==> config.mk <==
export PLATFORM = sky130hd
export DESIGN_NAME = sspi_core
export DESIGN_NICKNAME = d
export VERILOG_FILES = /design/src/sspi_pkg.sv /design/src/sspi_core.sv
export SDC_FILE = /design/constraint.sdc
export NUM_CORES = 1
export LEC_CHECK = 0
export ABC_AREA = 1
export BUFFER_PORTS_ARGS = -buffer_cell sky130_fd_sc_hd__buf_2
export CORE_ASPECT_RATIO = 0.75
export CORE_UTILIZATION = 50
export CTS_BUF_LIST = sky130_fd_sc_hd__clkbuf_8
export CTS_CLUSTER_DIAMETER = 200
export DETAILED_ROUTE_END_ITERATION = 7
export PLACE_DENSITY = 0.71
export SYNTH_ARGS = -nofsm -noshare
export SYNTH_HDL_FRONTEND = slang
export SYNTH_SLANG_ARGS = --single-unit
==> constraint.sdc <==
create_clock -name CLK_SYS -period 4.3 [get_ports CLK_SYS]
set_clock_uncertainty 0.2 [all_clocks]
set_input_delay 0.645 -clock CLK_SYS [delete_from_list [all_inputs] [get_ports CLK_SYS]]
set_output_delay 0.645 -clock CLK_SYS [all_outputs]
set_load 0.01 [all_outputs]
==> src/sspi_pkg.sv <==
// constants, register layout and types for the synchronous serial port core
package sspi_pkg;
	// register byte addresses on the bus
	localparam logic [7:0] OFS_BUF = 8'h00;
	localparam logic [7:0] OFS_CTL = 8'h04;
	localparam logic [7:0] OFS_STAT = 8'h08;
	localparam logic [7:0] OFS_ADDR = 8'h0C;
	localparam logic [7:0] OFS_IRQ = 8'h10;
	// values after reset
	localparam logic [7:0] CTL_RST = 8'h00;
	localparam logic [7:0] STAT_RST = 8'h00;
	localparam logic [7:0] ADDR_RST = 8'h00;
	localparam logic [3:0] SYNC_RST = 4'h3;
	// operating modes of the four-bit select
	localparam logic [3:0] MODE_SPI_M = 4'h0;
	localparam logic [3:0] MODE_SPI_S = 4'h4;
	localparam logic [3:0] MODE_I2C_S7 = 4'h6;
	localparam logic [3:0] MODE_I2C_S10 = 4'h7;
	localparam logic [3:0] MODE_I2C_M = 4'h8;
	// timing: glitch filter span and four-wire master half period
	localparam int CLK_MHZ = 40;
	localparam int FILT_NS = 50;
	localparam logic [2:0] FILT_CYC = 3'((FILT_NS * CLK_MHZ + 999) / 1000);
	localparam logic [8:0] SPI_HALF_LIM = 9'h001;
	localparam logic [3:0] BYTE_BITS = 4'h8;
	// first control register layout
	typedef struct packed {
		logic write_collision_flag;
		logic ov;
		logic en;
		logic clock_polarity_bit;
		logic [3:0] mode;
	} ctl_t;
	// status register layout
	typedef struct packed {
		logic sample_phase_bit;
		logic cke;
		logic da;
		logic stop;
		logic start;
		logic rw;
		logic ua;
		logic bf;
	} stat_t;
	// engine states
	typedef enum logic [2:0] {
		ST_IDLE = 3'h1,
		ST_SHIFT = 3'h2,
		ST_ACK = 3'h4
	} state_t;
endpackage : sspi_pkg

==> src/sspi_core.sv <==
// synchronous serial port core: four-wire and two-wire engine with its register file
//
// Functional notes
// four-wire master freezes during sleep, then resumes
// four-wire slave shifts on link clock, sleeping too
// completed slave byte sets flag, wakes if enabled
// reset disables port, zeroes control and status
// control: collision, overflow, enable, polarity, mode
// modes: slave 7-bit, slave 10-bit, master
// master clock is osc/4 over reload plus one
// start and stop detected, flagged, raise interrupt
// glitch filter on both bus inputs
// software makes both bus lines inputs first
// enable in two-wire mode takes over pins
// status shows start/stop, data/address, update, direction
// shifter reachable only through the buffer
// full byte copied to buffer, flag set
// byte before buffer read: overflow, byte lost
// 10-bit: software loads high pattern first
// after high match software loads low byte
// slave compares upper seven received bits
// no acknowledge when buffer full or overflow
// reading the buffer clears buffer full
// overflow stays until software clears it
`timescale 1ns/1ps
module sspi_core
	import sspi_pkg::*;
#(
	parameter logic [2:0] FILT_LEN = FILT_CYC
)(
	input logic CLK_SYS,
	input logic RST,
	input logic CE,
	input logic SLEEP,
	input logic PSEL,
	input logic PENABLE,
	input logic PWRITE,
	input logic [7:0] PADDR,
	input logic [31:0] PWDATA,
	output logic [31:0] PRDATA,
	output logic PREADY,
	output logic PSLVERR,
	input logic SCL_I,
	output logic SCL_O,
	output logic SCL_OE,
	input logic SDA_I,
	output logic SDA_O,
	output logic SDA_OE,
	input logic SCK_I,
	output logic SCK_O,
	output logic SCK_OE,
	input logic SDI,
	output logic SDO,
	output logic SDO_OE,
	output logic WAKE
);

	////////////////////////////////////////////////////////////////////////////////
	// declarations
	ctl_t ctl; // first control register
	stat_t st; // status register
	logic [7:0] addr; // address / reload register
	logic [7:0] buf_q; // transfer buffer
	logic irq; // port interrupt flag
	logic ie; // port interrupt enable
	state_t state; // engine state
	logic [3:0] bitcnt; // bits shifted in this byte
	logic [7:0] sh; // internal shifter, never on the bus
	logic out_bit; // bit driven by two-wire master
	logic ack_drv; // slave pulls data low for acknowledge
	logic want_addr; // next byte is an address
	logic want_lo; // next byte is 10-bit low address
	logic ev_byte; // byte complete pulse
	logic ev_addr; // that byte was an address
	logic ev_ua; // that byte asks for an address update
	logic ev_rwv; // direction to report
	logic [3:0] pin_a; // first sync stage, read by pin_b only
	logic [3:0] pin_b; // synced pins: sdi, sck, sda, scl
	logic [1:0] line_f; // filtered scl, sda
	logic scl_p, sda_p, lv_p; // previous levels
	logic gen_clk; // generated master clock, idle low
	logic [8:0] gen_cnt; // divider count
	logic [8:0] gen_lim; // divider terminal count
	logic spim, spis, spi, i2cs7, i2cs10, i2cs, i2cm, i2c;
	logic frz, busy, lv, rise, fall, start_ev, stop_ev, hit;
	logic wr, rd, buf_wr, mapped;
	logic [7:0] rdata;

	////////////////////////////////////////////////////////////////////////////////
	// mode decode, only while the port is enabled
	assign spim = ctl.en && (ctl.mode == MODE_SPI_M);
	assign spis = ctl.en && (ctl.mode == MODE_SPI_S);
	assign i2cs7 = ctl.en && (ctl.mode == MODE_I2C_S7);
	assign i2cs10 = ctl.en && (ctl.mode == MODE_I2C_S10);
	assign i2cm = ctl.en && (ctl.mode == MODE_I2C_M);
	assign spi = spim || spis;
	assign i2cs = i2cs7 || i2cs10;
	assign i2c = i2cs || i2cm;
	// four-wire master stalls while asleep; slave keeps running
	assign frz = spim && SLEEP;
	assign busy = (spim || i2cm) ? (state != ST_IDLE) : (bitcnt != 4'h0);

	////////////////////////////////////////////////////////////////////////////////
	// bus decode; PREADY follows CE so a frozen core stretches the access
	assign wr = PSEL && PENABLE && PWRITE && CE;
	assign rd = PSEL && PENABLE && !PWRITE && CE;
	assign buf_wr = wr && (PADDR == OFS_BUF);
	assign PREADY = CE;
	assign mapped = (PADDR == OFS_BUF) || (PADDR == OFS_CTL) || (PADDR == OFS_STAT)
		|| (PADDR == OFS_ADDR) || (PADDR == OFS_IRQ);
	assign PSLVERR = PSEL && PENABLE && !mapped;

	////////////////////////////////////////////////////////////////////////////////
	// two-stage sync of every pin input
	always_ff @(posedge CLK_SYS) begin
		if (RST) begin
			pin_a <= SYNC_RST;
			pin_b <= SYNC_RST;
		end else if (CE) begin
			pin_a <= {SDI, SCK_I, SDA_I, SCL_I};
			pin_b <= pin_a;
		end
	end

	// spike filter: a new level must hold FILT_LEN cycles before it counts
	for (genvar gi = 0; gi < 2; gi++) begin : g_filt
		logic [2:0] run; // cycles the raw level has differed
		logic lvl; // accepted level
		always_ff @(posedge CLK_SYS) begin
			if (RST) begin
				run <= 3'h0;
				lvl <= 1'b1;
			end else if (CE) begin
				if (pin_b[gi] == lvl) begin
					run <= 3'h0;
				end else if (run >= FILT_LEN - 3'h1) begin
					run <= 3'h0;
					lvl <= pin_b[gi];
				end else begin
					run <= run + 3'h1;
				end
			end
		end
		assign line_f[gi] = lvl;
	end

	// previous levels for edge and condition detection
	always_ff @(posedge CLK_SYS) begin
		if (RST) begin
			scl_p <= 1'b1;
			sda_p <= 1'b1;
			lv_p <= 1'b0;
		end else if (CE && !frz) begin
			scl_p <= line_f[0];
			sda_p <= line_f[1];
			lv_p <= lv;
		end
	end

	// shift clock: generated for masters, sampled link clock for four-wire slave
	assign lv = (spim || i2cm) ? gen_clk : (spis ? (pin_b[2] ^ ctl.clock_polarity_bit) : line_f[0]);
	assign rise = lv && !lv_p;
	assign fall = !lv && lv_p;
	// data moving while clock high marks start or stop
	assign start_ev = i2c && line_f[0] && scl_p && sda_p && !line_f[1];
	assign stop_ev = i2c && line_f[0] && scl_p && !sda_p && line_f[1];

	////////////////////////////////////////////////////////////////////////////////
	// master clock divider; no clock stretching seen from the bus
	assign gen_lim = spim ? SPI_HALF_LIM : {addr, 1'b1};
	always_ff @(posedge CLK_SYS) begin
		if (RST || !(spim || i2cm) || (state == ST_IDLE)) begin
			gen_cnt <= 9'h000;
			gen_clk <= 1'b0;
		end else if (CE && !frz) begin
			if (gen_cnt >= gen_lim) begin
				gen_cnt <= 9'h000;
				gen_clk <= !gen_clk;
			end else begin
				gen_cnt <= gen_cnt + 9'h001;
			end
		end
	end

	////////////////////////////////////////////////////////////////////////////////
	// address match, upper seven bits or full low byte
	assign hit = i2cm || (want_lo ? (sh == addr)
		: (want_addr ? (sh[7:1] == addr[7:1]) : 1'b1)); // see

	// shift engine
	always_ff @(posedge CLK_SYS) begin
		if (RST || !ctl.en) begin
			state <= ST_IDLE;
			bitcnt <= 4'h0;
			sh <= 8'h00;
			out_bit <= 1'b1;
			ack_drv <= 1'b0;
			want_addr <= 1'b0;
			want_lo <= 1'b0;
			ev_byte <= 1'b0;
			ev_addr <= 1'b0;
			ev_ua <= 1'b0;
			ev_rwv <= 1'b0;
		end else if (CE && !frz) begin
			ev_byte <= 1'b0;
			if (buf_wr && !busy) begin
				// software reaches the shifter only through a buffer write
				sh <= PWDATA[7:0];
				out_bit <= PWDATA[7];
				bitcnt <= 4'h0;
				if (spim || i2cm) begin
					state <= ST_SHIFT;
				end
			end else if (i2cs && start_ev) begin
				state <= ST_SHIFT;
				bitcnt <= 4'h0;
				want_addr <= 1'b1;
				want_lo <= 1'b0;
				ack_drv <= 1'b0;
			end else if (i2cs && stop_ev) begin
				state <= ST_IDLE;
				// a stop ends any partial byte, else the port would look busy
				bitcnt <= 4'h0;
				ack_drv <= 1'b0;
			end else if (spi) begin
				if (rise && (bitcnt != BYTE_BITS)) begin
					sh <= {sh[6:0], pin_b[3]};
					bitcnt <= bitcnt + 4'h1;
					ev_byte <= (bitcnt == BYTE_BITS - 4'h1);
					ev_addr <= 1'b0;
					ev_ua <= 1'b0;
				end else if (fall && (bitcnt == BYTE_BITS)) begin
					bitcnt <= 4'h0;
					state <= ST_IDLE;
				end
			end else if (i2c) begin
				case (state)
					ST_SHIFT: begin
						if (rise && (bitcnt != BYTE_BITS)) begin
							sh <= {sh[6:0], line_f[1]};
							bitcnt <= bitcnt + 4'h1;
						end else if (fall && (bitcnt == BYTE_BITS)) begin
							ev_byte <= hit;
							ev_addr <= want_addr || want_lo;
							ev_ua <= i2cs10 && (want_addr || want_lo);
							ev_rwv <= want_addr ? sh[0] : st.rw;
							ack_drv <= i2cs && hit && !st.bf && !ctl.ov;
							state <= hit ? ST_ACK : ST_IDLE;
							if (hit) begin
								want_addr <= 1'b0;
								want_lo <= i2cs10 && want_addr && !sh[0];
							end
						end else if (fall) begin
							// change data only while the clock is low
							out_bit <= sh[7];
						end
					end
					ST_ACK: begin
						if (fall) begin
							ack_drv <= 1'b0;
							bitcnt <= 4'h0;
							state <= i2cs ? ST_SHIFT : ST_IDLE;
						end
					end
					default: begin
						state <= ST_IDLE;
					end
				endcase
			end
		end
	end

	////////////////////////////////////////////////////////////////////////////////
	// register file; hardware sets come last so they win over clears
	always_ff @(posedge CLK_SYS) begin
		if (RST) begin
			ctl <= ctl_t'(CTL_RST);
			st <= stat_t'(STAT_RST);
			addr <= ADDR_RST;
			buf_q <= 8'h00;
			irq <= 1'b0;
			ie <= 1'b0;
		end else if (CE) begin
			if (wr && (PADDR == OFS_CTL)) begin
				ctl <= ctl_t'(PWDATA[7:0]); // see
			end
			if (wr && (PADDR == OFS_STAT)) begin
				st.sample_phase_bit <= PWDATA[7];
				st.cke <= PWDATA[6];
			end
			if (wr && (PADDR == OFS_ADDR)) begin
				addr <= PWDATA[7:0];
				st.ua <= 1'b0;
			end
			if (wr && (PADDR == OFS_IRQ)) begin
				irq <= PWDATA[0];
				ie <= PWDATA[1];
			end
			if (buf_wr) begin
				if (busy) begin
					ctl.write_collision_flag <= 1'b1; // write dropped mid transfer
				end else begin
					buf_q <= PWDATA[7:0];
				end
			end
			if (rd && (PADDR == OFS_BUF)) begin
				st.bf <= 1'b0;
			end
			if (ev_byte) begin
				irq <= 1'b1; // see
				if (st.bf) begin
					ctl.ov <= 1'b1;
				end else begin
					buf_q <= sh;
					st.bf <= 1'b1;
				end
				st.da <= !ev_addr;
				if (ev_addr) begin
					st.rw <= ev_rwv;
				end
				if (ev_ua) begin
					st.ua <= 1'b1;
				end
			end
			if (start_ev) begin
				st.start <= 1'b1;
				st.stop <= 1'b0;
				irq <= 1'b1;
			end
			if (stop_ev) begin
				st.stop <= 1'b1;
				st.start <= 1'b0;
				irq <= 1'b1;
			end
			if (!ctl.en) begin
				st.start <= 1'b0;
				st.stop <= 1'b0;
			end
		end
	end

	// read mux; the shifter has no address
	always_comb begin
		case (PADDR)
			OFS_BUF: rdata = buf_q;
			OFS_CTL: rdata = ctl;
			OFS_STAT: rdata = {st.sample_phase_bit, st.cke, st.da, st.stop, st.start,
				i2cm ? busy : st.rw, st.ua, st.bf};
			OFS_ADDR: rdata = addr;
			OFS_IRQ: rdata = {6'h00, ie, irq};
			default: rdata = 8'h00;
		endcase
	end

	// read data captured in the setup phase, one cycle before it is sampled
	always_ff @(posedge CLK_SYS) begin
		if (RST) begin
			PRDATA <= 32'h00000000;
		end else if (CE && PSEL && !PENABLE) begin
			PRDATA <= {24'h000000, rdata};
		end
	end

	////////////////////////////////////////////////////////////////////////////////
	// pins; bus lines are driven only low, and only in two-wire modes
	assign SCL_O = 1'b0;
	assign SDA_O = 1'b0;
	assign SCL_OE = i2cm && (state != ST_IDLE) && !gen_clk; // see
	assign SDA_OE = ack_drv || (i2cm && (state == ST_SHIFT) && !out_bit);
	assign SCK_O = gen_clk ^ ctl.clock_polarity_bit;
	assign SCK_OE = spim;
	assign SDO = sh[7];
	assign SDO_OE = spi;
	assign WAKE = irq && ie;
endmodule : sspi_core

; Word-level counts from Yosys, hierarchy flattened
; Index checks and enable logic that the tools add are counted.
; Widths: inputs -> output; s select.
[totals]
inputBits = 51
regBits = 94
word_cells = 334
output_inout_bits = 43
[classes]
n_addsub = 4
n_reduce_logical = 116
n_lt_le_gt_ge = 3
bitwise_logic = 9
n_mux = 120
eq_ne = 42
[ops]
columns = operator, n
row1 = $mux 8, 13
row2 = $mux 1, 71
row3 = $mux 3, 16
row4 = $logic_and 1x1->1, 45
row5 = $pmux 8 s5, 1
row6 = $mux 4, 9
row7 = $reduce_and 9->1, 4
row8 = $reduce_bool 2->1, 11
row9 = $mux 9, 2
row10 = $logic_not 1->1, 17
row11 = $eq 4x3->1 const B, 4
row12 = $eq 8x4->1 const B, 2
row13 = $ne 4x4->1 const B, 4
row14 = $reduce_and 2->1, 8
row15 = $reduce_and 8->1, 2
row16 = $ne 5x5->1 const B, 3
row17 = $logic_or 1x1->1, 14
row18 = $ne 2x2->1 const B, 7
row19 = $ne 6x6->1 const B, 2
row20 = $reduce_and 6->1, 2
row21 = $reduce_bool 4->1, 3
row22 = $mux 2, 5
row23 = $add 9x1->9 const B, 1
row24 = $ge 9x9->1, 1
row25 = other kinds (27), 47

; Longest topological paths before layout
; Gate-level depths: netlist of the first run.
[logic_depth]
depth_word = 15
ltp_mapped = 15
ltp_nobuf = 15

; Worst setup path after synthesis of the first run
; No wires, ideal clock.
[synth_timing]
path_type = reg2reg
start = register ctl[5] (netlist name)
end = register gen_cnt[2]
path_buffers = 0
required_ns = 4.020
slack_ns = 1.848
period_less_slack_ns = 2.452
path_stages_with_launch = 15
setup_time_ns = 0.080
arrival_time_ns = 2.172
cell_sequence = dfxtp_1 > nand2_1 > nor2_2 > nand2_2 > nor2_1 > inv_1 > nand2_1 > ha_1 > a21oi_1 > o21ai_0 > nand2_1 > o2111ai_1 > nand2_1 > nand2_1 > nor3b_1
[synth_between]
elab_chain_cells = 5
word_cells_on_any_way = 12
cone_classes = order compare (1) / mux (2) / reduce/logical (9)
[synth_rtl]
columns = item, line
row1 = start: declaration, sspi_core.sv:60  ; ctl_t ctl;
row2 = start signal: assignment, sspi_core.sv:277  ; ctl <= ctl_t'(CTL_RST);
row3 = start signal: assignment, sspi_core.sv:285  ; ctl <= ctl_t'(PWDATA[7:0]);
row4 = $logic_and 1x1->1 *, sspi_core.sv:91  ; assign spim = ctl.en && (ctl.mode == MODE_SPI_M);
row5 = via SCK_OE, sspi_core.sv:51  ; output logic SCK_OE,
row6 = branches (longest 4 deep; another with $ge 9x9->1), -
row7 = end signal: assignment, sspi_core.sv:180  ; gen_cnt <= gen_cnt + 9'h001;
row8 = end: declaration, sspi_core.sv:82  ; logic [8:0] gen_cnt;
; Mark *: on every way through the listed nets, which the timed path passes.
; A chain may end at the register's enable or synchronous reset.

; Worst setup path after layout of the first run
[layout_timing]
start = register ctl[0] (netlist name)
end = register gen_cnt[3]
[layout_between]
elab_chain_cells = 6
word_cells_on_any_way = 14
cone_classes = order compare (1) / eq/ne (1) / mux (2) / reduce/logical (10)
[layout_rtl]
columns = item
row1 = branches (longest 6 deep; another with $ge 9x9->1)
; Several ways; the timed one is not identified.

==> results.md, run 1 <==
- Worst reg2reg setup slack: 1.40 ns
- Slew Limit Fails: 0
- DRC errors left: 0
- Critical path class: flop to flop
- Syn Area/Cell: 6.66 sq um
- Placed Area: 5640 sq um
- R2R Path Start: ctl[0]
- Core area: 10500 sq um
- Internal power: 0.00119 W
- Reg2Reg Capture Point: gen_cnt[3]
- Final Hold Viols: 0
- CTS tree: done
- Place WS: 1.33 ns
- Flops & latches, synth: 94
- Sw Ratio: 26.8%
- Vias per cell: 5.57
- Tightest Pin Transition: 0.985 ns
- P_sw: 0.000434 W
- DR pass1 iterations: 5
- Worst Hold Class: flop to flop
- CP bufs+invs: 2
- Hold Startpoint: PRDATA[6]
- Startpoint Class: flop
- Share of the yosys chip area belonging to registers: 34.6%
- Cells after Synth: 818
- FF-to-FF path depth: 15
- Post-route cell area: 5860 sq um
- CTS resizes: 0
- Static Leakage: 2.50 nW
- Maximum clock frequency: 345 MHz
- Final worst setup slack: 1.40 ns
- Die X: 123 um
- Port Buffer Count: 43
- Setup bufs post-CTS: 0
- Status: complete, no violations
- CP max FO: 8
- GRT Total Usage: 27.9%
- Finished Core Util: 56.1%
- Setup TNS: 0 ns
- Flop pwr share: 54.7%
- Max cap viols: 0
- Routed Antenna Nets: 0
- Drt total wl: 15.3 mm
- Worst hold path cell count: 2
- First-pass GRT wire length: 24.4 mm
- Vias post-DR: 5527
- Worst-path cell chain: inv_1, nand2_1, nor2_2, nand2_2, nor2_1, inv_1, nand2_1, ha_1, a21oi_1, o21ai_0, nand2_1, o2111ai_1, nand2_1, nand2_1, nor3b_1
- Cts-stage hold buffer count: 0
- Antenna violations before repair: 0
- Crit path time final: 2.90 ns
- TritonCTS buffer count: 9
- Layout area overhead: 7.58%
- Final nets: 917
- Clock power frac: 39.5%
- Crit path max-delay family: simple AND/OR/NAND/NOR gates
- Ys Warns: 0
- Maximum vdd drop: 187 uV
- Min-Delay Endpoint: PRDATA[6]
- CP dominant cell by count: nand2_1
- Clock buffer depth: 2
- Share of cells above drive strength 1: 10.6%
- Yosys cell types: 41
- Hold WS: 0.272 ns
- DRT iter0 DRCs: 487
- Final setup viols: 0
- Inserted Diodes: 0
- CP max-delay cell: dfxtp_1
- CTS sink count: 94
- Clock Tree Root: clkbuf_8
- Routed length per instance: 15.4 um
- Worst path max stage delay: 0.34 ns
- Worst-Skew Late Latency: 0.38 ns
- Post-Syn Area: 5450 sq um
- Maximum number of pins on one net before global-route repair: 34
- Comb power frac: 5.8%
- Commonest non-fill, non-tap cell in the layout: nand2_1
- Ys async rst share: 0%
- Crit end category: flop
- H-tree Lvls: 3
- Clock-pin slew on the worst setup and hold paths: 0.11 ns
- Die height: 92.4 um
- Initial Utilization: 52.1%
- Crit path arrival time: 3.00 ns
- EDFF count, synth: 0
- Row Count: 32
- RSZ-0062 raised after global routing: false
- GRT overflow: 0
- Ys flop type: dfxtp_1
- GP Congestion: 0.939
- Post-DP HPWL: 11.5 mm
- IO Pins: 94
- Worst path required time: 4.40 ns
- PwrDens: 277 nW/um^2
- Most frequent cells in the layout: nand2_1, nor2_1, dfxtp_1
- Max transition margin: 34.3%
- Vias in the first global route: 4935
- Final worst-path cycle share: 67.4%
- Die area: 11300 sq um
==> metal layers <==
metal  up-vias  global-route usage [%]  share of wire, %
met2       239                    43.9                45
met4         0                    6.20               1.1
met3        15                    6.03               9.2
met1      2574                    38.8                45
li1       2699                       -                 -
met5         -                       0                 0
==> power groups by stage <==
stage / Clock, W / Combinational, W / Sequential [W]
floorplan: 0 / 0.0000760 / 0.000904
global placement: 0 / 0.0000894 / 0.000905
detailed placement: 0 / 0.0000924 / 0.000906
CTS: 0.000646 / 0.0000928 / 0.000886
global route: 0.000681 / 0.000106 / 0.000887
finish: 0.000640 / 0.0000946 / 0.000886
==> how the worst max path moves through the flow <==
stage	end	start	depth (start not counted)
after detailed placement	sh[3]	PADDR[1]	14
final	gen_cnt[3]	ctl[0]	15
after floorplan	gen_cnt[2]	ctl[5]	14
after global placement	sh[0]	PADDR[1]	14
after global routing	gen_cnt[1]	ctl[5]	14
after CTS	gen_cnt[1]	ctl[0]	15
==> tightest hold or removal path: cells and delay by family (launching register included) <==
family | cells | cell delay [ns]
DFF | 1 | 0.32
and+or+nand+nor | 1 | 0.06
AOI/OAI and AO/OA | 1 | 0.05
==> synthesized netlist by cell type, types with 10 or more instances <==
| cell | n | area, sq um |
|---|---|---|
| nor3_1 | 12 | 60.1 |
| clkbuf_1 | 18 | 67.6 |
| nand2_1 | 179 | 672 |
| inv_1 | 87 | 327 |
| o211ai_1 | 10 | 75.1 |
| dfxtp_1 | 94 | 1880 |
| a21oi_1 | 74 | 370 |
| nand4_1 | 13 | 81.3 |
| ha_1 | 15 | 188 |
| buf_4 | 28 | 210 |
| nor2_1 | 107 | 402 |
| nand3_1 | 49 | 245 |
| o21ai_0 | 49 | 245 |
==> sequential cells by signal (all words and copies together) (netlist names), 2 cells and up <==
name,cells
sh,8
pin_b,4
bitcnt,4
gen_cnt,9
g_filt.run,6
state,3
ctl,8
addr,8
buf_q,8
g_filt.lvl,2
st,8
PRDATA,8
pin_a,4
==> per-stage QoR <==
step	cells	power [W]
floorplan	843	0.000980
detailed placement	976	0.000998
finish	992	0.00162
global placement	976	0.000995
CTS	992	0.00162
global route	992	0.00167
==> area by class of cell <==
class	count	area (sq um)
Clock inverter	7	90.1
Inverter	91	342
Clock buffer	9	124
Multi-Input combinational cell	606	2990
Timing Repair Buffer	49	260
Fill cell	1035	4590
Tap cell	136	170
Sequential cell	94	1880
==> kinds of logic after synthesis <==
| kind of cell | count (synthesis) | synth area share [%] |
|---|---|---|
| AOI/OAI and AO/OA | 163 | 16.8 |
| xor gates and xnor gates | 14 | 2.25 |
| adders and majority gates | 15 | 3.45 |
| buffers and inverters | 143 | 12.2 |
| DFF | 94 | 34.6 |
| other | 1 | 0.0689 |
| and+or+nand+nor | 388 | 30.7 |
No activity file was read; power rests on OpenSTA's default activity.
==> run 2: changes to the inputs <==
--- a/config.mk
+++ b/config.mk
@@ -5,7 +5,7 @@
 export SDC_FILE = /design/constraint.sdc
 export NUM_CORES = 1
 export LEC_CHECK = 0
-export ABC_AREA = 1
+export ABC_AREA = 0
 export BUFFER_PORTS_ARGS = -buffer_cell sky130_fd_sc_hd__buf_2
 export CORE_ASPECT_RATIO = 0.75
 export CORE_UTILIZATION = 50
==> constraint.sdc (replaced) <==
create_clock -name CLK_SYS -period 2.9 [get_ports CLK_SYS]
set_clock_uncertainty 0.2 [all_clocks]
set_input_delay 0.435 -clock CLK_SYS [delete_from_list [all_inputs] [get_ports CLK_SYS]]
set_output_delay 0.435 -clock CLK_SYS [all_outputs]
set_load 0.01 [all_outputs]
==> run 2 against run 1 <==
  * Fmax grew 1.5%
  * Core utilization grew 3.8 points
  * Worst hold slack lost 0.21 ns
  * Largest power group unchanged
  * Critical path type unchanged
  * Power grew 47%
  * Critical endpoint is now gen_cnt[1]
  * Flip-flop and latch count is the same
==> results.md, run 2 <==
- Ranking of synthesized cells by area: dfxtp_1, nor2_1, mux2i_1, nand2_1, buf_4
- Worst-Skew Late Latency: 0.38 ns (about the same)
- Status: complete, no violations
- Worst Hold Class: input pin to flop
- CP bufs+invs: 2 (unchanged)
- Maximum clock frequency: 350 MHz (+1.5%)
- Post-Syn Area: 5400 sq um (-0.90%)
- RSZ-0062 raised after global routing: true
- Die height: 92.0 um (-0.44%)
- Syn Area/Cell: 8.09 sq um (+22%)
- Crit path time final: 2.86 ns (-0.0426 ns)
- Slew Limit Fails: 0 (unchanged)
- Row Count: 32 (unchanged)
- CTS sink count: 94 (unchanged)
- Commonest non-fill, non-tap cell in the layout: nor2_1
- Worst path required time: 3.01 ns (-1.39 ns)
- Initial Utilization: 52.0% (-0.068 points)
- FF-to-FF path depth: 13 (-2)
- Startpoint Class: flop
- Crit. path cell count: 13 (-2)
- Vias post-DR: 5038 (-8.8%)
- Die area: 11200 sq um (-0.88%)
- Antenna violations before repair: 0 (unchanged)
- GP Congestion: 0.898 (-4.3%)
- DR pass1 iterations: 5 (unchanged)
- Drt total wl: 14.6 mm (-4.1%)
- Crit path max-delay family: compound AO/OA/AOI/OAI gates
- Core area: 10400 sq um (-0.77%)
- CP max-delay cell: or4b_4
- Inserted Diodes: 0 (unchanged)
- CTS tree: done
- Static Leakage: 2.41 nW (-3.4%)
- H-tree Lvls: 3 (unchanged)
- Cts-stage hold buffer count: 0 (unchanged)
- Setup TNS: 0 ns (unchanged)
- First-pass GRT wire length: 23.5 mm (-3.6%)
- CP max FO: 5 (-3)
- Most instantiated library cell after synthesis: nor2_1
- Filler cells: 938 (-9.4%)
- PwrDens: 383 nW/um^2 (+39%)
- Yosys cell types: 69 (+68%)
- IO Pins: 94 (unchanged)
- Critical path class: flop to flop
- EDFF count, synth: 0 (unchanged)
- Clock-pin slew on the worst setup and hold paths: 0.09 ns (-0.02 ns)
- Post-DP HPWL: 10.9 mm (-5.6%)
- Cells after Synth: 667 (-18%)
- Maximum number of pins on one net before global-route repair: 52 (+53%)
- Maximum vdd drop: 382 uV (+100%)
- Share of the yosys chip area belonging to registers: 34.9% (+0.31 points)
- Share of cells above drive strength 1: 19.8% (+9.2 points)
- Crit end category: flop
- Tightest Pin Transition: 0.837 ns (-0.148 ns)
- GRT overflow: 0 (unchanged)
- Worst path max stage delay: 0.58 ns (+0.24 ns)
- DRT iter0 DRCs: 464 (-4.7%)
- Ys async rst share: 0% (unchanged)
- Final nets: 799 (-13%)
- Final setup viols: 0 (unchanged)
- TritonCTS buffer count: 9 (unchanged)
- Flops & latches, synth: 94 (unchanged)
- GRT Total Usage: 26.9% (-0.95 points)
- Layout area overhead: 15.0%
- Final worst-path cycle share: 98.5% (+31 points)
- Clock Tree Root: clkbuf_8
- Most instantiated cells after synthesis: nor2_1, dfxtp_1, nand2_1
- Finished Core Util: 59.8% (+3.8 points)
- Worst-path cell chain: or4b_4, clkinv_8, nand2b_4, nand2_2, ha_4, a21o_1, a21o_1, a21oi_2, o21ai_2, a221oi_2, buf_4, o21ai_4, a21oi_2
- Ys Warns: 0 (unchanged)
- Final Hold Viols: 0 (unchanged)
- Die X: 122 um (-0.44%)
- Max transition margin: 43.8% (+9.5 points)
- Ys flop type: dfxtp_1
- Vias per cell: 5.76 (+3.5%)
- Worst hold path cell count: 2 (unchanged)
- Clock buffer depth: 2 (unchanged)
- Largest register FFs: 9 (unchanged)
- Largest Register: gen_cnt
- Routed Antenna Nets: 0 (unchanged)
- Most frequent cells in the layout: nor2_1, dfxtp_1, nand2_1
- Max cap viols: 0 (unchanged)
- Port Buffer Count: 43 (unchanged)
- Crit path arrival time: 2.97 ns (-0.03 ns)
- DRC errors left: 0 (unchanged)
- Routed length per instance: 16.8 um (+8.9%)
- Area leader, netlist: dfxtp_1
- Vias in the first global route: 4658 (-5.6%)
- Share of Yosys cell area claimed by the top area cell type: 34.9% (+0.31 points)
-- run 2: cell types whose count changed in the layout (fill, tap and decap cells not counted), moves of 7 or more --
cell      before  now
a21oi_1       74   27
a221oi_1       2    9
buf_4          6   46
inv_1         87   16
mux2i_1        0   39
nand2_1      179   65
nand2b_1       0    7
nand3_1       49   20
nand4_1       13    6
nor2b_1        0    8
nor3_1        12   27
o211ai_1      10    3
o21ai_0       49   30
xor2_1         7   14
-- run 2: per-layer routing --
| metal | vias to the layer above | part of all wire, % | track usage, % | wire (um) |
|---|---|---|---|---|
| li1 | 2431 | - | - | - |
| met3 | 21 | 6.7 | 6.84 | 982 |
| met5 | - | 0 | 0 | 0 |
| met1 | 2409 | 46 | 36.3 | 6780 |
| met2 | 177 | 46 | 43.0 | 6690 |
| met4 | 0 | 1.3 | 5.97 | 187 |
-- run 2: final timing paths --
kind / from / slack (ns) / to
max: ctl[1] / 0.04 / gen_cnt[1]
min: SCL_I / 0.06 / pin_a[0]
max reg2reg: ctl[1] / 0.04 / gen_cnt[1]
min reg2reg: ev_addr / 0.27 / ev_addr
-- run 2: layout make-up --
class | count | area (sq um) | area share [%]
Timing Repair Buffer | 91 | 592 | 9.54
Inverter | 17 | 76.3 | 1.23
Sequential cell | 94 | 1890 | 30.4
Multi-Input combinational cell | 520 | 3280 | 52.8
Tap cell | 136 | 170 | 2.74
Clock buffer | 10 | 138 | 2.22
Clock inverter | 6 | 66.3 | 1.07
-- run 2: report_power, final --
part | switching [W] | internal [W] | leakage, nW
Sequential | 0.0000114 | 0.00130 | 0.761
Clock | 0.000485 | 0.000427 | 0.104
Combinational | 0.000103 | 0.0000506 | 1.55
-- run 2: kinds of logic after synthesis --
| kind of cell | synth area share, % |
|---|---|
| other | 0.0695 |
| xor gates and xnor gates | 3.57 |
| DFF | 34.9 |
| and+or+nand+nor | 25.7 |
| buffers and inverters | 8.07 |
| muxes | 7.95 |
| AOI/OAI and AO/OA | 16.3 |
| adders and majority gates | 3.48 |
-- run 2: what timing repair did --
item	CTS	global route
setup endpoints to repair	11	21
resized for setup	1	16
pin swaps	1	18
gates cloned	0	1
buffers inserted	0	8
-- run 2: stage by stage --
step | power, W | setup WS [ns] | instances | area (sq um) | hold WS [ns]
2_1_floorplan | 0.00146 | 0.00631 | 692 | 5520 | 0.225
3_3_place_gp | 0.00149 | -0.0281 | 849 | 5840 | 0.242
3_5_place_dp | 0.00149 | -0.114 | 849 | 5840 | 0.247
4_1_cts | 0.00239 | 0.000647 | 865 | 6050 | 0.0442
5_1_grt | 0.00247 | -0.0808 | 874 | 6210 | 0.0342
6_report | 0.00238 | 0.0448 | 874 | 6210 | 0.0613
==> run 3: changes to the inputs <==
--- a/config.mk
+++ b/config.mk
@@ -12,7 +12,7 @@
 export CTS_BUF_LIST = sky130_fd_sc_hd__clkbuf_8
 export CTS_CLUSTER_DIAMETER = 200
 export DETAILED_ROUTE_END_ITERATION = 7
-export PLACE_DENSITY = 0.71
+export PLACE_DENSITY = 0.74
 export SYNTH_ARGS = -nofsm -noshare
 export SYNTH_HDL_FRONTEND = slang
 export SYNTH_SLANG_ARGS = --single-unit
==> constraint.sdc (replaced) <==
create_clock -name CLK_SYS -period 2.39 [get_ports CLK_SYS]
set_clock_uncertainty 0.2 [all_clocks]
set_input_delay 0.3585 -clock CLK_SYS [delete_from_list [all_inputs] [get_ports CLK_SYS]]
set_output_delay 0.3585 -clock CLK_SYS [all_outputs]
set_load 0.01 [all_outputs]
==> run 3 against run 2 <==
  * The run now ends with negative setup slack left
  * Worst hold slack got worse by 0.046 ns
  * Count of clock-buffer cells in the layout stayed put
  * Sequential power increased by 21%
  * Critical endpoint unchanged
  * Critical path type unchanged
  * Core utilization up 8.5 points
  * Setup slack worse by 0.39 ns
  * Sequential share of layout area is 3.8 points lower
  * Combinational power is 44% higher
==> results.md, run 3 (same netlist as run 2, synthesis figures left out) <==
- Crit path time final: 2.73 ns (-0.125 ns)
- Hold Startpoint: SCK_I
- Maximum number of pins on one net before global-route repair: 43 (-17%)
- Share of cells above drive strength 1: 29.1% (+9.3 points)
- Crit path max-delay family: compound AO/OA/AOI/OAI gates
- Final nets: 848 (+6.1%)
- RSZ-0062 raised after global routing: true
- Comb power frac: 7.3% (+0.9 points)
- Reg2Reg Capture Point: gen_cnt[1]
- CP max-delay cell: or4b_4
- Initial Utilization: 52.0% (unchanged)
- Flop pwr share: 52.3% (-2.9 points)
- Die X: 122 um (unchanged)
- IO Pins: 94 (unchanged)
- Vias post-DR: 5367 (+6.5%)
- H-tree Lvls: 3 (unchanged)
- Drt total wl: 16.6 mm (+14%)
- Crit path to: gen_cnt[1]
- Startpoint Class: flop
- Routed length per instance: 18.0 um (+7.6%)
- GP Congestion: 0.940 (+4.7%)
- Vias per cell: 5.81 (+0.87%)
- DRC errors left: 0 (unchanged)
- Max cap viols: 0 (unchanged)
- Most frequent cells in the layout: nor2_1, dfxtp_1, buf_4
- TritonCTS buffer count: 9 (unchanged)
- CP bufs+invs: 2 (unchanged)
- Antenna violations before repair: 0 (unchanged)
- Post-DP HPWL: 11.4 mm (+4.5%)
- Critical path class: flop to flop
- GRT overflow: 0 (unchanged)
- PwrDens: 429 nW/um^2 (+12%)
- CP max FO: 5 (unchanged)
- Worst path required time: 2.50 ns (-0.51 ns)
- Maximum clock frequency: 366 MHz (+4.6%)
- R2R Path Start: ctl[1]
- Final setup viols: 44 (+44)
- Static Leakage: 2.80 nW (+16%)
- Finished Core Util: 68.3% (+8.5 points)
- Clock-pin slew on the worst setup and hold paths: 0.10 ns (about the same)
- Crit. Startpoint: ctl[1]
- DR pass1 iterations: 5 (unchanged)
- Worst path max stage delay: 0.58 ns (about the same)
- Maximum vdd drop: 335 uV (-12%)
- Worst-Skew Late Latency: 0.37 ns (about the same)
- Clock Tree Root: clkbuf_8
- Slew Limit Fails: 0 (unchanged)
- Die area: 11200 sq um (unchanged)
- GRT Total Usage: 29.7% (+2.8 points)
- Vias in the first global route: 5222 (+12%)
- Largest Register: gen_cnt
- Port Buffer Count: 43 (unchanged)
- Core area: 10400 sq um (unchanged)
- Final worst-path cycle share: 114% (+16 points)
- Commonest non-fill, non-tap cell in the layout: nor2_1
- Max transition margin: 40.0% (-3.8 points)
- P_sw: 0.000753 W (+26%)
- First-pass GRT wire length: 25.9 mm (+10%)
- Place WS: -0.492 ns (-0.378 ns)
- Status: finished with violations
- FF-to-FF path depth: 13 (unchanged)
- Tightest Pin Transition: 0.898 ns (+0.0609 ns)
- Worst Hold Class: input pin to flop
- CTS sink count: 94 (unchanged)
- Largest register FFs: 9 (unchanged)
- Inserted Diodes: 0 (unchanged)
- Worst reg2reg setup slack: -0.34 ns (-0.39 ns)
- Crit end category: flop
- Layout area overhead: 31.3%
- CTS tree: done
- Final Hold Viols: 0 (unchanged)
- Row Count: 32 (unchanged)
- Sw Ratio: 24.8% (-0.39 points)
- DRT iter0 DRCs: 492 (+6.0%)
- Worst-path cell chain: or4b_4, clkinv_8, nand2b_4, nand2_4, ha_4, a21o_1, a21o_1, a21oi_2, o21ai_2, a221oi_2, buf_4, o21ai_4, a21oi_2
- Crit. path cell count: 13 (unchanged)
- Die height: 92.0 um (unchanged)
- Crit path arrival time: 2.84 ns (-0.13 ns)
- Final worst setup slack: -0.340 ns (-0.385 ns)
- Routed Antenna Nets: 0 (unchanged)
- Internal power: 0.00229 W (+28%)
- Clock buffer depth: 2 (unchanged)
- Failing checks: negative setup slack
- Clock power frac: 40.4% (+2.0 points)
run 3: cell count changes in the layout (fill, tap and decap cells not counted), sizes merged:
cell,before,now
buf,91,138
bufinv,1,2
clkinv,2,3
dlygate4sd3,0,2
inv,19,17
run 3: layout make-up:
type / instances / area [sq um]
Timing Repair Buffer: 140 / 1110
Multi-Input combinational cell: 520 / 3610
Tap cell: 136 / 170
Clock buffer: 10 / 138
Fill cell: 783 / 3290
Inverter: 17 / 76.3
Sequential cell: 94 / 1890
Clock inverter: 6 / 93.8
run 3: worst reg2reg max path: cells and delay by family, from the launching register on:
kind,cells,cell delay [ns]
and+or+nand+nor,3,0.72
DFF,1,0.33
adders and majority gates,1,0.19
AOI/OAI and AO/OA,7,0.99
buffers and inverters,2,0.25
run 3: power by group through the flow:
stage | registers [W] | logic, W | clock network [W]
floorplan | 0.00162 | 0.000151 | 0
global placement | 0.00163 | 0.000192 | 0
detailed placement | 0.00163 | 0.000198 | 0
CTS | 0.00159 | 0.000208 | 0.00123
global route | 0.00159 | 0.000239 | 0.00131
finish | 0.00159 | 0.000221 | 0.00123
run 3: through the flow:
stage	TNS (ns)	area (sq um)	cells	hold WS (ns)	power (W)
2_1_floorplan	-7.31	5580	692	0.225	0.00177
3_3_place_gp	-11.55	6220	889	0.242	0.00182
3_5_place_dp	-14.29	6220	889	0.240	0.00182
4_1_cts	-7.08	6910	921	0.0133	0.00303
5_1_grt	-13.06	7080	923	0.0276	0.00314
6_report	-10.05	7080	923	0.0152	0.00304
run 3: repair_timing:
item                       CTS  global route
hold endpoints to repair     2             0
gates cloned                 3             0
gates resized for setup     65            34
pin swaps                   23            14
setup endpoints to repair   46            45
hold buffers                 2             0
setup buffers               11             2
run 3: worst min-delay path by stage:
stage / cells after the start / end
finish: 3 / pin_a[2]
global route: 3 / pin_a[2]
global placement: 1 / pin_b[1]
floorplan: 2 / out_bit
detailed placement: 1 / pin_b[0]
CTS: 3 / pin_a[2]
run 3: routing by layer:
metal  up-vias  GRT usage [%]  routed length [um]
met1      2535           39.2                7010
met3        46           7.28                1380
met2       252           46.8                7810
met5         -              0                   0
li1       2534              -                   -
met4         0           10.7                 420
